### src/mpb_pkg.sv
// constants and types shared by the pin bus and power control block
// Notes on behaviour
// - port zero open-drain, ones float
// - bus on port zero drives ones actively
// - ports one to three weakly pulled up
// - port one bits feed third timer inputs
// - port two drives high address externally
// - short pointer access keeps port two latch
// - port three carries alternate functions and strobes
// - reset pin held two machine cycles
// - reset forces ports one to three high
// - latch strobe at sixth rate, one skipped
// - program strobe twice, two skipped on data
// - no program strobe for internal fetch
// - select pin picks internal or external fetch
// - idle gates cpu clock, powerdown stops oscillator
// - powerdown keeps ram, idle keeps peripherals
// - power control at 87 hex, byte only
// - powerdown and idle bits, powerdown wins
// - power control resets to zero, flags inert
// - enabled interrupt clears idle bit
package mpb_pkg;
  localparam int OSC_PER_MC = 12;
  localparam int RST_MC = 2;
  localparam int RST_HOLD_CLKS = RST_MC * OSC_PER_MC;
  localparam int SYNC_W = 34;
  localparam logic [3:0] PH_LAST = 4'hB;
  localparam logic [3:0] PH_SLOT_B = 4'h6;
  localparam logic [3:0] LOC_ALE_LO = 4'h1;
  localparam logic [3:0] LOC_ALE_HI = 4'h2;
  localparam logic [3:0] LOC_RD_LO = 4'h3;
  localparam logic [3:0] LOC_RD_HI = 4'h5;
  localparam logic [3:0] PH_STB_LO = 4'h3;
  localparam logic [3:0] PH_STB_HI = 4'hA;
  localparam logic [3:0] PH_DATA_SAMPLE = 4'hA;
  localparam logic [15:0] INT_ROM_TOP = 16'h1FFF;
  localparam logic [7:0] PWR_CTRL_ADDR = 8'h87;
  localparam logic [7:0] PWR_CTRL_RESET = 8'h00;
  localparam logic [7:0] PWR_CTRL_WMASK = 8'h8F;
  localparam logic [7:0] PORT_RESET = 8'hFF;
  localparam int IDLE_BIT = 0;
  localparam int PWRDN_BIT = 1;
  localparam int BAUD_BIT = 7;
  localparam int P1_TC_COUNT = 0;
  localparam int P1_TC_TRIG = 1;
  localparam int P3_RXD = 0;
  localparam int P3_TXD = 1;
  localparam int P3_IRQ_A = 2;
  localparam int P3_IRQ_B = 3;
  localparam int P3_TA = 4;
  localparam int P3_TB = 5;
  localparam int P3_WR = 6;
  localparam int P3_RD = 7;
  typedef enum logic [1:0] {K_NONE, K_FETCH, K_RD, K_WR} mpb_kind_type;
endpackage : mpb_pkg

### src/mpb_sync.sv
// two flip-flop synchroniser for the pin inputs
`timescale 1ns/1ps
module mpb_sync #(
  parameter int W = 1
) (
  input wire logic mclk,
  input wire logic srst,
  input wire logic [W-1:0] d,
  output logic [W-1:0] q
);
  logic [W-1:0] meta_r;

  if (W < 1) begin : g_chk
    $error("mpb_sync width must be at least one");
  end

  // the first stage feeds only the second
  always_ff @(posedge mclk) begin
    if (srst) begin
      meta_r <= '0;
      q <= '0;
    end else begin
      meta_r <= d;
      q <= meta_r;
    end
  end
endmodule : mpb_sync

### src/mpb_pin_bus.sv
// port pins, external memory bus sequencer, reset pin and power control
`timescale 1ns/1ps
module mpb_pin_bus
  import mpb_pkg::*;
#(
  parameter logic [15:0] ROM_TOP = INT_ROM_TOP
) (
  input wire logic mclk,
  input wire logic srst,
  input wire logic rst_pin,
  input wire logic prog_source_select,
  input wire logic [7:0] p0_in,
  output logic [7:0] p0_out,
  output logic [7:0] p0_oe_n,
  input wire logic [7:0] p1_in,
  output logic [7:0] p1_out,
  output logic [7:0] p1_oe_n,
  input wire logic [7:0] port2_in,
  output logic [7:0] port2_out,
  output logic [7:0] port2_oe_n,
  input wire logic [7:0] p3_in,
  output logic [7:0] p3_out,
  output logic [7:0] p3_oe_n,
  output logic addr_latch_strobe,
  output logic prog_read_strobe_n,
  output logic core_reset,
  output logic cpu_clk_en,
  output logic periph_clk_en,
  output logic osc_run,
  input wire logic fetch_req,
  input wire logic [15:0] fetch_addr,
  output logic fetch_done,
  output logic fetch_ext,
  output logic [7:0] fetch_data,
  input wire logic data_req,
  input wire logic data_write,
  input wire logic ext_move_wide_ptr,
  input wire logic [15:0] data_addr,
  input wire logic [7:0] data_wdata,
  output logic data_done,
  output logic [7:0] data_rdata,
  input wire logic [3:0] port_wr,
  input wire logic [7:0] port_wdata,
  output logic [31:0] port_level,
  input wire logic [7:0] sfr_addr,
  input wire logic sfr_wr,
  input wire logic [7:0] sfr_wdata,
  output logic [7:0] sfr_rd_data,
  input wire logic irq_wake,
  input wire logic serial_tx,
  output logic baud_double,
  output logic serial_rx,
  output logic timer_c_count_in,
  output logic timer_c_trigger_in,
  output logic ext_irq_a,
  output logic ext_irq_b,
  output logic timer_a_count_in,
  output logic timer_b_count_in
);
  localparam int CW = $clog2(RST_HOLD_CLKS + 1);
  localparam logic [CW-1:0] RST_HOLD = CW'(RST_HOLD_CLKS);

  if (RST_HOLD_CLKS < 1) begin : g_chk
    $error("reset hold count must be at least one");
  end

  logic [SYNC_W-1:0] sync_q;
  logic [7:0] p0_s, p1_s, p3_s;
  logic rst_s, sel_s;

  ////////////////////////////////////////////////////////////////////////////
  mpb_sync #(.W(SYNC_W)) u_sync (
    .mclk(mclk),
    .srst(srst),
    .d({prog_source_select, rst_pin, p3_in, port2_in, p1_in, p0_in}),
    .q(sync_q)
  );

  assign p0_s = sync_q[7:0];
  assign p1_s = sync_q[15:8];
  assign p3_s = sync_q[31:24];
  assign rst_s = sync_q[32];
  assign sel_s = sync_q[33];
  assign port_level = sync_q[31:0];

  ////////////////////////////////////////////////////////////////////////////
  // reset pin qualifier
  logic [CW-1:0] rcnt_r, rcnt_nxt;
  logic core_reset_nxt;

  always_comb begin
    rcnt_nxt = rcnt_r;
    core_reset_nxt = core_reset;
    if (srst || !rst_s) begin
      rcnt_nxt = '0;
      core_reset_nxt = 1'b0;
    end else if (rcnt_r != RST_HOLD) begin
      rcnt_nxt = rcnt_r + CW'(1);
    end
    if (!srst && rst_s && rcnt_nxt == RST_HOLD) begin
      core_reset_nxt = 1'b1;
    end
  end

  always_ff @(posedge mclk) begin
    rcnt_r <= rcnt_nxt;
    core_reset <= core_reset_nxt;
  end

  ////////////////////////////////////////////////////////////////////////////
  // power control register and clock enables
  logic ireset;
  logic [7:0] pwr_ctrl_r, pwr_ctrl_nxt, sfr_rd_nxt;
  logic pwr_hit, pwrdn, idle, running;

  assign ireset = srst | core_reset;
  assign pwr_hit = sfr_addr == PWR_CTRL_ADDR;
  assign pwrdn = pwr_ctrl_r[PWRDN_BIT];
  assign idle = pwr_ctrl_r[IDLE_BIT] & ~pwrdn;
  assign running = ~pwrdn & ~idle;

  always_comb begin
    pwr_ctrl_nxt = pwr_ctrl_r;
    sfr_rd_nxt = pwr_hit ? pwr_ctrl_r : 8'h00;
    if (ireset) begin
      pwr_ctrl_nxt = PWR_CTRL_RESET;
    end else if (sfr_wr && pwr_hit) begin
      // whole byte only; reserved bits stay zero
      pwr_ctrl_nxt = sfr_wdata & PWR_CTRL_WMASK;
    end else if (irq_wake && pwr_ctrl_r[IDLE_BIT]) begin
      pwr_ctrl_nxt[IDLE_BIT] = 1'b0;
    end
  end

  always_ff @(posedge mclk) begin
    pwr_ctrl_r <= pwr_ctrl_nxt;
    sfr_rd_data <= sfr_rd_nxt;
    baud_double <= pwr_ctrl_nxt[BAUD_BIT];
    cpu_clk_en <= ~pwr_ctrl_nxt[PWRDN_BIT] & ~pwr_ctrl_nxt[IDLE_BIT];
    periph_clk_en <= ~pwr_ctrl_nxt[PWRDN_BIT];
    osc_run <= ~pwr_ctrl_nxt[PWRDN_BIT];
  end

  ////////////////////////////////////////////////////////////////////////////
  // machine cycle sequencer and pin drivers
  logic [3:0] phase_r, phase_nxt, loc_nxt;
  mpb_kind_type kind_r, kind_nxt;
  logic [15:0] addr_r, addr_nxt;
  logic [7:0] wdat_r, wdat_nxt;
  logic wide_r, wide_nxt;
  logic [7:0] latch_r [0:3];
  logic [7:0] latch_nxt [0:3];
  logic fdone_nxt, fext_nxt, ddone_nxt;
  logic [7:0] fdata_nxt, ddata_nxt;
  logic ale_nxt, prog_read_strobe_n_nxt, is_data_nxt, ext_f, rd_n, wr_n;
  logic [7:0] p0o, p0e, p1o, p1e, p2o, p2e, p3o, p3e, p3eff;

  always_comb begin
    phase_nxt = phase_r;
    kind_nxt = kind_r;
    addr_nxt = addr_r;
    wdat_nxt = wdat_r;
    wide_nxt = wide_r;
    fdone_nxt = 1'b0;
    fext_nxt = fetch_ext;
    fdata_nxt = fetch_data;
    ddone_nxt = 1'b0;
    ddata_nxt = data_rdata;
    ext_f = ~sel_s | (fetch_addr > ROM_TOP);
    for (int i = 0; i < 4; i++) begin
      latch_nxt[i] = latch_r[i];
      if (ireset) begin
        latch_nxt[i] = PORT_RESET;
      end else if (port_wr[i]) begin
        latch_nxt[i] = port_wdata;
      end
    end
    if (ireset || !running) begin
      // entering a low power mode abandons the cycle in flight
      phase_nxt = '0;
      kind_nxt = K_NONE;
    end else begin
      phase_nxt = (phase_r == PH_LAST) ? 4'h0 : phase_r + 4'h1;
      if (kind_r == K_FETCH && (phase_r == LOC_RD_HI || phase_r == LOC_RD_HI + PH_SLOT_B)) begin
        fdone_nxt = 1'b1;
        fdata_nxt = p0_s;
      end
      if (kind_r == K_RD && phase_r == PH_DATA_SAMPLE) begin
        ddone_nxt = 1'b1;
        ddata_nxt = p0_s;
      end
      if (kind_r == K_WR && phase_r == PH_DATA_SAMPLE) begin
        ddone_nxt = 1'b1;
      end
      if (phase_nxt == 4'h0 && data_req) begin
        kind_nxt = data_write ? K_WR : K_RD;
        addr_nxt = data_addr;
        wdat_nxt = data_wdata;
        wide_nxt = ext_move_wide_ptr;
      end else if (phase_nxt == 4'h0 ||
                   (phase_nxt == PH_SLOT_B && kind_r != K_RD && kind_r != K_WR)) begin
        kind_nxt = K_NONE;
        if (fetch_req) begin
          addr_nxt = fetch_addr;
          fext_nxt = ext_f;
          if (ext_f) begin
            kind_nxt = K_FETCH;
          end else begin
            fdone_nxt = 1'b1;
          end
        end
      end
    end
  end

  always_comb begin
    is_data_nxt = kind_nxt == K_RD || kind_nxt == K_WR;
    loc_nxt = (phase_nxt >= PH_SLOT_B) ? phase_nxt - PH_SLOT_B : phase_nxt;
    // second strobe of a data cycle is dropped
    ale_nxt = loc_nxt >= LOC_ALE_LO && loc_nxt <= LOC_ALE_HI &&
              !(is_data_nxt && phase_nxt >= PH_SLOT_B);
    // no fetch slot inside a data cycle, so both reads vanish
    prog_read_strobe_n_nxt = !(kind_nxt == K_FETCH && loc_nxt >= LOC_RD_LO &&
                   loc_nxt <= LOC_RD_HI);
    rd_n = !(kind_nxt == K_RD && phase_nxt >= PH_STB_LO && phase_nxt <= PH_STB_HI);
    wr_n = !(kind_nxt == K_WR && phase_nxt >= PH_STB_LO && phase_nxt <= PH_STB_HI);
    if (pwrdn) begin
      ale_nxt = 1'b0;
      prog_read_strobe_n_nxt = 1'b0;
    end else if (idle) begin
      ale_nxt = 1'b1;
      prog_read_strobe_n_nxt = 1'b1;
    end
    // open drain: only zeros are driven
    p0o = latch_nxt[0];
    p0e = latch_nxt[0];
    if (kind_nxt != K_NONE && loc_nxt <= LOC_ALE_HI &&
        !(is_data_nxt && phase_nxt >= PH_SLOT_B)) begin
      p0o = addr_nxt[7:0];
      p0e = 8'h00;
    end else if (kind_nxt == K_WR && phase_nxt >= PH_STB_LO) begin
      p0o = wdat_nxt;
      p0e = 8'h00;
    end else if (kind_nxt != K_NONE) begin
      p0o = 8'hFF;
      p0e = 8'hFF;
    end
    p1o = latch_nxt[1];
    p1e = latch_nxt[1];
    if (kind_nxt == K_FETCH || (is_data_nxt && wide_nxt)) begin
      p2o = addr_nxt[15:8];
      p2e = 8'h00;
    end else begin
      p2o = latch_nxt[2];
      p2e = latch_nxt[2];
    end
    p3eff = latch_nxt[3];
    p3eff[P3_WR] = latch_nxt[3][P3_WR] & wr_n;
    p3eff[P3_RD] = latch_nxt[3][P3_RD] & rd_n;
    p3eff[P3_TXD] = latch_nxt[3][P3_TXD] & serial_tx;
    p3o = p3eff;
    p3e = p3eff;
    if (rst_s || ireset) begin
      // released to the pullups as soon as the pin is seen high
      p1o = PORT_RESET;
      p1e = PORT_RESET;
      p2o = PORT_RESET;
      p2e = PORT_RESET;
      p3o = PORT_RESET;
      p3e = PORT_RESET;
    end
  end

  always_ff @(posedge mclk) begin
    phase_r <= phase_nxt;
    kind_r <= kind_nxt;
    addr_r <= addr_nxt;
    wdat_r <= wdat_nxt;
    wide_r <= wide_nxt;
    for (int i = 0; i < 4; i++) begin
      latch_r[i] <= latch_nxt[i];
    end
    fetch_done <= fdone_nxt;
    fetch_ext <= fext_nxt;
    fetch_data <= fdata_nxt;
    data_done <= ddone_nxt;
    data_rdata <= ddata_nxt;
    addr_latch_strobe <= ale_nxt;
    prog_read_strobe_n <= prog_read_strobe_n_nxt;
    p0_out <= p0o;
    p0_oe_n <= p0e;
    p1_out <= p1o;
    p1_oe_n <= p1e;
    port2_out <= p2o;
    port2_oe_n <= p2e;
    p3_out <= p3o;
    p3_oe_n <= p3e;
  end

  ////////////////////////////////////////////////////////////////////////////
  // alternate pin inputs
  always_ff @(posedge mclk) begin
    timer_c_count_in <= p1_s[P1_TC_COUNT];
    timer_c_trigger_in <= p1_s[P1_TC_TRIG];
    serial_rx <= p3_s[P3_RXD];
    ext_irq_a <= p3_s[P3_IRQ_A];
    ext_irq_b <= p3_s[P3_IRQ_B];
    timer_a_count_in <= p3_s[P3_TA];
    timer_b_count_in <= p3_s[P3_TB];
  end
endmodule : mpb_pin_bus

### config.mk
export PLATFORM = sky130hd
export DESIGN_NAME = mpb_pin_bus
export DESIGN_NICKNAME = d
export VERILOG_FILES = /design/src/mpb_pkg.sv /design/src/mpb_sync.sv /design/src/mpb_pin_bus.sv
export SDC_FILE = /design/constraint.sdc
export NUM_CORES = 1
export LEC_CHECK = 0
export BUFFER_PORTS_ARGS = -buffer_cell sky130_fd_sc_hd__buf_4
export CAP_MARGIN = 20
export CORE_MARGIN = 4
export CORE_UTILIZATION = 45
export CTS_BUF_LIST = sky130_fd_sc_hd__clkbuf_4 sky130_fd_sc_hd__clkbuf_8
export DETAILED_ROUTE_END_ITERATION = 7
export PLACE_DENSITY_LB_ADDON = 0.2
export REMOVE_ABC_BUFFERS = 1
export SKIP_CTS_REPAIR_TIMING = 1
export SLEW_MARGIN = 10
export SYNTH_ARGS = -nofsm -noshare
export SYNTH_HDL_FRONTEND = slang
export SYNTH_SLANG_ARGS = --single-unit
### constraint.sdc
create_clock -name mclk -period 4 [get_ports mclk]
set_clock_uncertainty 0.15 [all_clocks]
set_input_delay 0.6 -clock mclk [delete_from_list [all_inputs] [get_ports mclk]]
set_output_delay 0.6 -clock mclk [all_outputs]
set_load 0.05 [all_outputs]
==> flow_summary_export.csv <==
group,metric,value,unit
run_status,status,"completed",
timing,finalSetupViolCount,0,
layout,diodes,0,
detailed_routing,wl_per_cell,15.9,µm
worst_setup_path,cpMostUsedCell,"or3_1",
power_and_ir_drop,pwr-share-comb,16.0,%
power_and_ir_drop,clkPwrFrac,35.9,%
power_and_ir_drop,power,5.30,mW
synthesis,yosys.area_share.simple,17.2,%
timing,period_share,86.3,%
detailed_routing,first_pass_iters,4,
hold_path,hp-class,"input port to flop",
detailed_routing,remaining_drc_errors,0,
layout,final_core_util,59.6,%
worst_setup_path,cp_slowest_cell,"dfxtp_1",
placed_design,dp.cells,1130,
synthesis,ys_seq_elements,225,
clock_tree,clk_path_buf_depth,3,
synthesis,synth_top_family_by_area,"simple AND/OR/NAND/NOR gates",
layout,design_area,10400,µm²
grt,first_global_vias,5800,
power_and_ir_drop,pwr-share-seq,48.1,%
synthesis,synth_cells,735,
clock_tree,clkLatencyLatePin,0.50,ns
timing,setup_tns,0,ns
layout,nFillCells,1493,
flow_run,drv_cap,0,
floorplanning,boundaryPins,248,
synthesis,synth-main-ff-cell,"dfxtp_1",
hold_path,min-delay-start,"p1_in[6]",
worst_setup_path,crit_start,"phase_r[0]",
detailed_routing,avgViaCountPerCell,4.83,
detailed_routing,drt-total-wl,19000,µm
floorplanning,start_util,46.5,%
synthesis,yosys.cell_types.count,74,
power_and_ir_drop,p_sw_share,26.5,%
floorplanning,rows,48,
layout,final_nets,1061,
floorplanning,coreArea,17500,µm²
layout,fin_cells,1189,
power_and_ir_drop,p_switching,1.40,mW
floorplanning,die_area,20300,µm²
detailed_routing,via_count,5739,
timing,slew_viol_final,0,
timing,worst_pin_slew,0.777,ns
worst_setup_path,criticalPathCategory,"flop to flop",
grt,grt_max_degree,63,
grt,antenna_found_initial,1,
timing,hold_violations,0,
clock_tree,cts.clk_slew.worst_paths,0.06,ns
synthesis,synth.top_cell.area_share,51.2,%
placed_design,gp_congestion,0.873,
hold_path,holdPathStages,2,
worst_setup_path,required,4.23,ns
worst_setup_path,crit_path_max_incr_delay,0.53,ns
worst_setup_path,r2r_cells,8,
synthesis,syn_area,8130,µm²
synthesis,ys_warn_count,0,
clock_tree,root_buffer,"clkbuf_8",
grt,grt-ovfl-total,0,
worst_setup_path,path_cells,"ha_1 -> nor3b_4 -> or3_1 -> o211ai_2 -> nor3_2 -> or3_1 -> and4_1 -> o21ai_1",
synthesis,synth_edf_count,17,
layout,final_layout_size_suffix_gt1_share,38.0,%
power_and_ir_drop,power_density,508,nW/µm²
placed_design,hpwl,13800,µm
synthesis,synthXorXnorAreaFrac,0.538,%
synthesis,ys_async_sr_fraction,0,%
synthesis,synth_area_leaders,"dfxtp_1, edfxtp_1, nor2b_1",
clock_tree,cts_buffers,36,
timing,rsz0062_at_grt,"false",
detailed_routing,antenna_left,0,
synthesis,synth_top_cell_by_area,"dfxtp_1",
grt,grt_usage,18.3,%
synthesis,syn_area_per_cell,11.1,µm²
worst_setup_path,cp_max_fo,17,
worst_setup_path,worstSetupStartpointType,"flop",
clock_tree,cts_sinks,225,
detailed_routing,drt_iter0_markers,266,
placed_design,portBuffers,241,
power_and_ir_drop,p_int,3.89,mW
power_and_ir_drop,peakVddDrop,0.369,mV
placed_design,placed_area,9720,µm²
layout,syn2layout_area_growth,28.2,%
power_and_ir_drop,p_leak,4.59,nW
worst_setup_path,worstPathArrival,3.68,ns
worst_setup_path,r2r_start,"phase_r[0]",
clock_tree,htree_levels,2,
timing,fmax,290,MHz
synthesis,synth_compound_area_share,10.2,%
synthesis,synthAdderAreaFrac,1.08,%
timing,fin_crit,3.45,ns
worst_setup_path,critical_path.endpoint_type,"flop",
timing,relSlewSlack,48.1,%
grt,grt_pass1_wl,29600,µm
floorplanning,die-height,142,µm
floorplanning,die_w,142,µm
synthesis,yosysSeqAreaShare,57.5,%
synthesis,synth_mux_area_share,5.17,%
clock_tree,cts_tree,"done",
## worst paths after layout
check / endpoint / slack, ns
worst min register to register: ext_irq_b / 0.20
worst min-delay path: u_sync.meta_r[14] / 0.16
worst max-delay path: port2_out[7] / 0.55
worst max register to register: port2_out[7] / 0.55
## final cells by class
type	instances	area [µm²]	area share, %
Clock buffer	57	691	6.63
Clock inverter	2	10.0	0.0960
Inverter	20	75.1	0.720
Multi-Input combinational cell	408	2800	26.9
Sequential cell	225	4670	44.8
Tap cell	225	282	2.70
Timing Repair Buffer	252	1890	18.2
## routing by layer
layer | vias up | GRT usage (%) | part of all wire [%]
li1 | 2881 | - | -
met1 | 2616 | 22.9 | 41
met2 | 207 | 29.5 | 46
met3 | 33 | 6.92 | 11
met4 | 2 | 5.25 | 1.8
met5 | - | 0 | 0.11
## sequential cells by signal, indices dropped and copies added, names as in the netlist, 2 cells and up
| signal | flops |
|---|---|
| p1_oe_n | 8 |
| wdat_r | 8 |
| addr_r | 16 |
| fetch_data | 8 |
| data_rdata | 8 |
| kind_r | 2 |
| rcnt_r | 5 |
| latch_r | 32 |
| sfr_rd_data | 5 |
| u_sync.q | 34 |
| p0_oe_n | 8 |
| pwr_ctrl_r | 5 |
| u_sync.meta_r | 34 |
| phase_r | 4 |
| p0_out | 8 |
| port2_out | 8 |
| p3_oe_n | 8 |
| port2_oe_n | 8 |
## metrics by stage
step | hold slack (ns) | worst slack, ns
floorplan | 0.254 | 0.777
global route | 0.130 | 0.328
detailed placement | 0.191 | 0.466
finish | 0.156 | 0.547
CTS | 0.128 | 0.570
global placement | 0.185 | 0.565
## worst max-delay path, delay by kind of cell, from the launching register on
family | cells | cell delay [ns]
fa+ha+maj | 1 | 0.34
flops | 1 | 0.53
simple gates | 5 | 1.89
compound gates | 2 | 0.42
## kinds of logic after synthesis
kind of cell,Yosys count
fa+ha+maj,7
simple gates,238
buf+inv,104
flops,225
other cells,1
xor+xnor,5
mux,41
compound gates,114
## power groups by stage
stage          Combinational (mW)  Clock [mW]  Sequential [mW]
5_1_grt                     0.913        2.07             2.57
4_1_cts                     0.857        1.96             2.55
3_3_place_gp                0.845           0             2.59
2_1_floorplan               0.303           0             2.83
6_report                    0.850        1.90             2.55
3_5_place_dp                0.854           0             2.59
## synthesized netlist by cell type (5+ instances only)
master,instances
dfxtp_1,208
nor2b_1,72
nand2_1,56
buf_4,53
mux2i_1,33
a21oi_1,22
o21ai_1,21
inv_1,20
clkbuf_1,18
nor2_1,18
edfxtp_1,17
o22ai_1,16
nand3_1,13
or2_2,13
a31oi_1,10
nor3_1,10
and3_1,9
buf_6,9
and2_1,8
mux2_2,8
o22a_2,8
a221o_1,7
ha_1,7
nand2b_1,5
## placed cells by master, fill, tap and decap left out, types with 7 or more instances in the layout
cell	instances
nor3_1	10
edfxtp_1	17
a31oi_1	10
or2_2	13
dfxtp_1	208
o21ai_1	21
nor2b_1	72
o22a_2	8
buf_4	252
and2_1	8
inv_1	20
a21oi_1	22
mux2i_1	33
nor2_1	17
ha_1	7
nand2_1	56
o22ai_1	16
mux2_2	8
and3_1	9
nand3_1	13
clkbuf_4	15
a221o_1	7
clkbuf_8	42
Note: power is estimated with default switching activity, not from simulation.
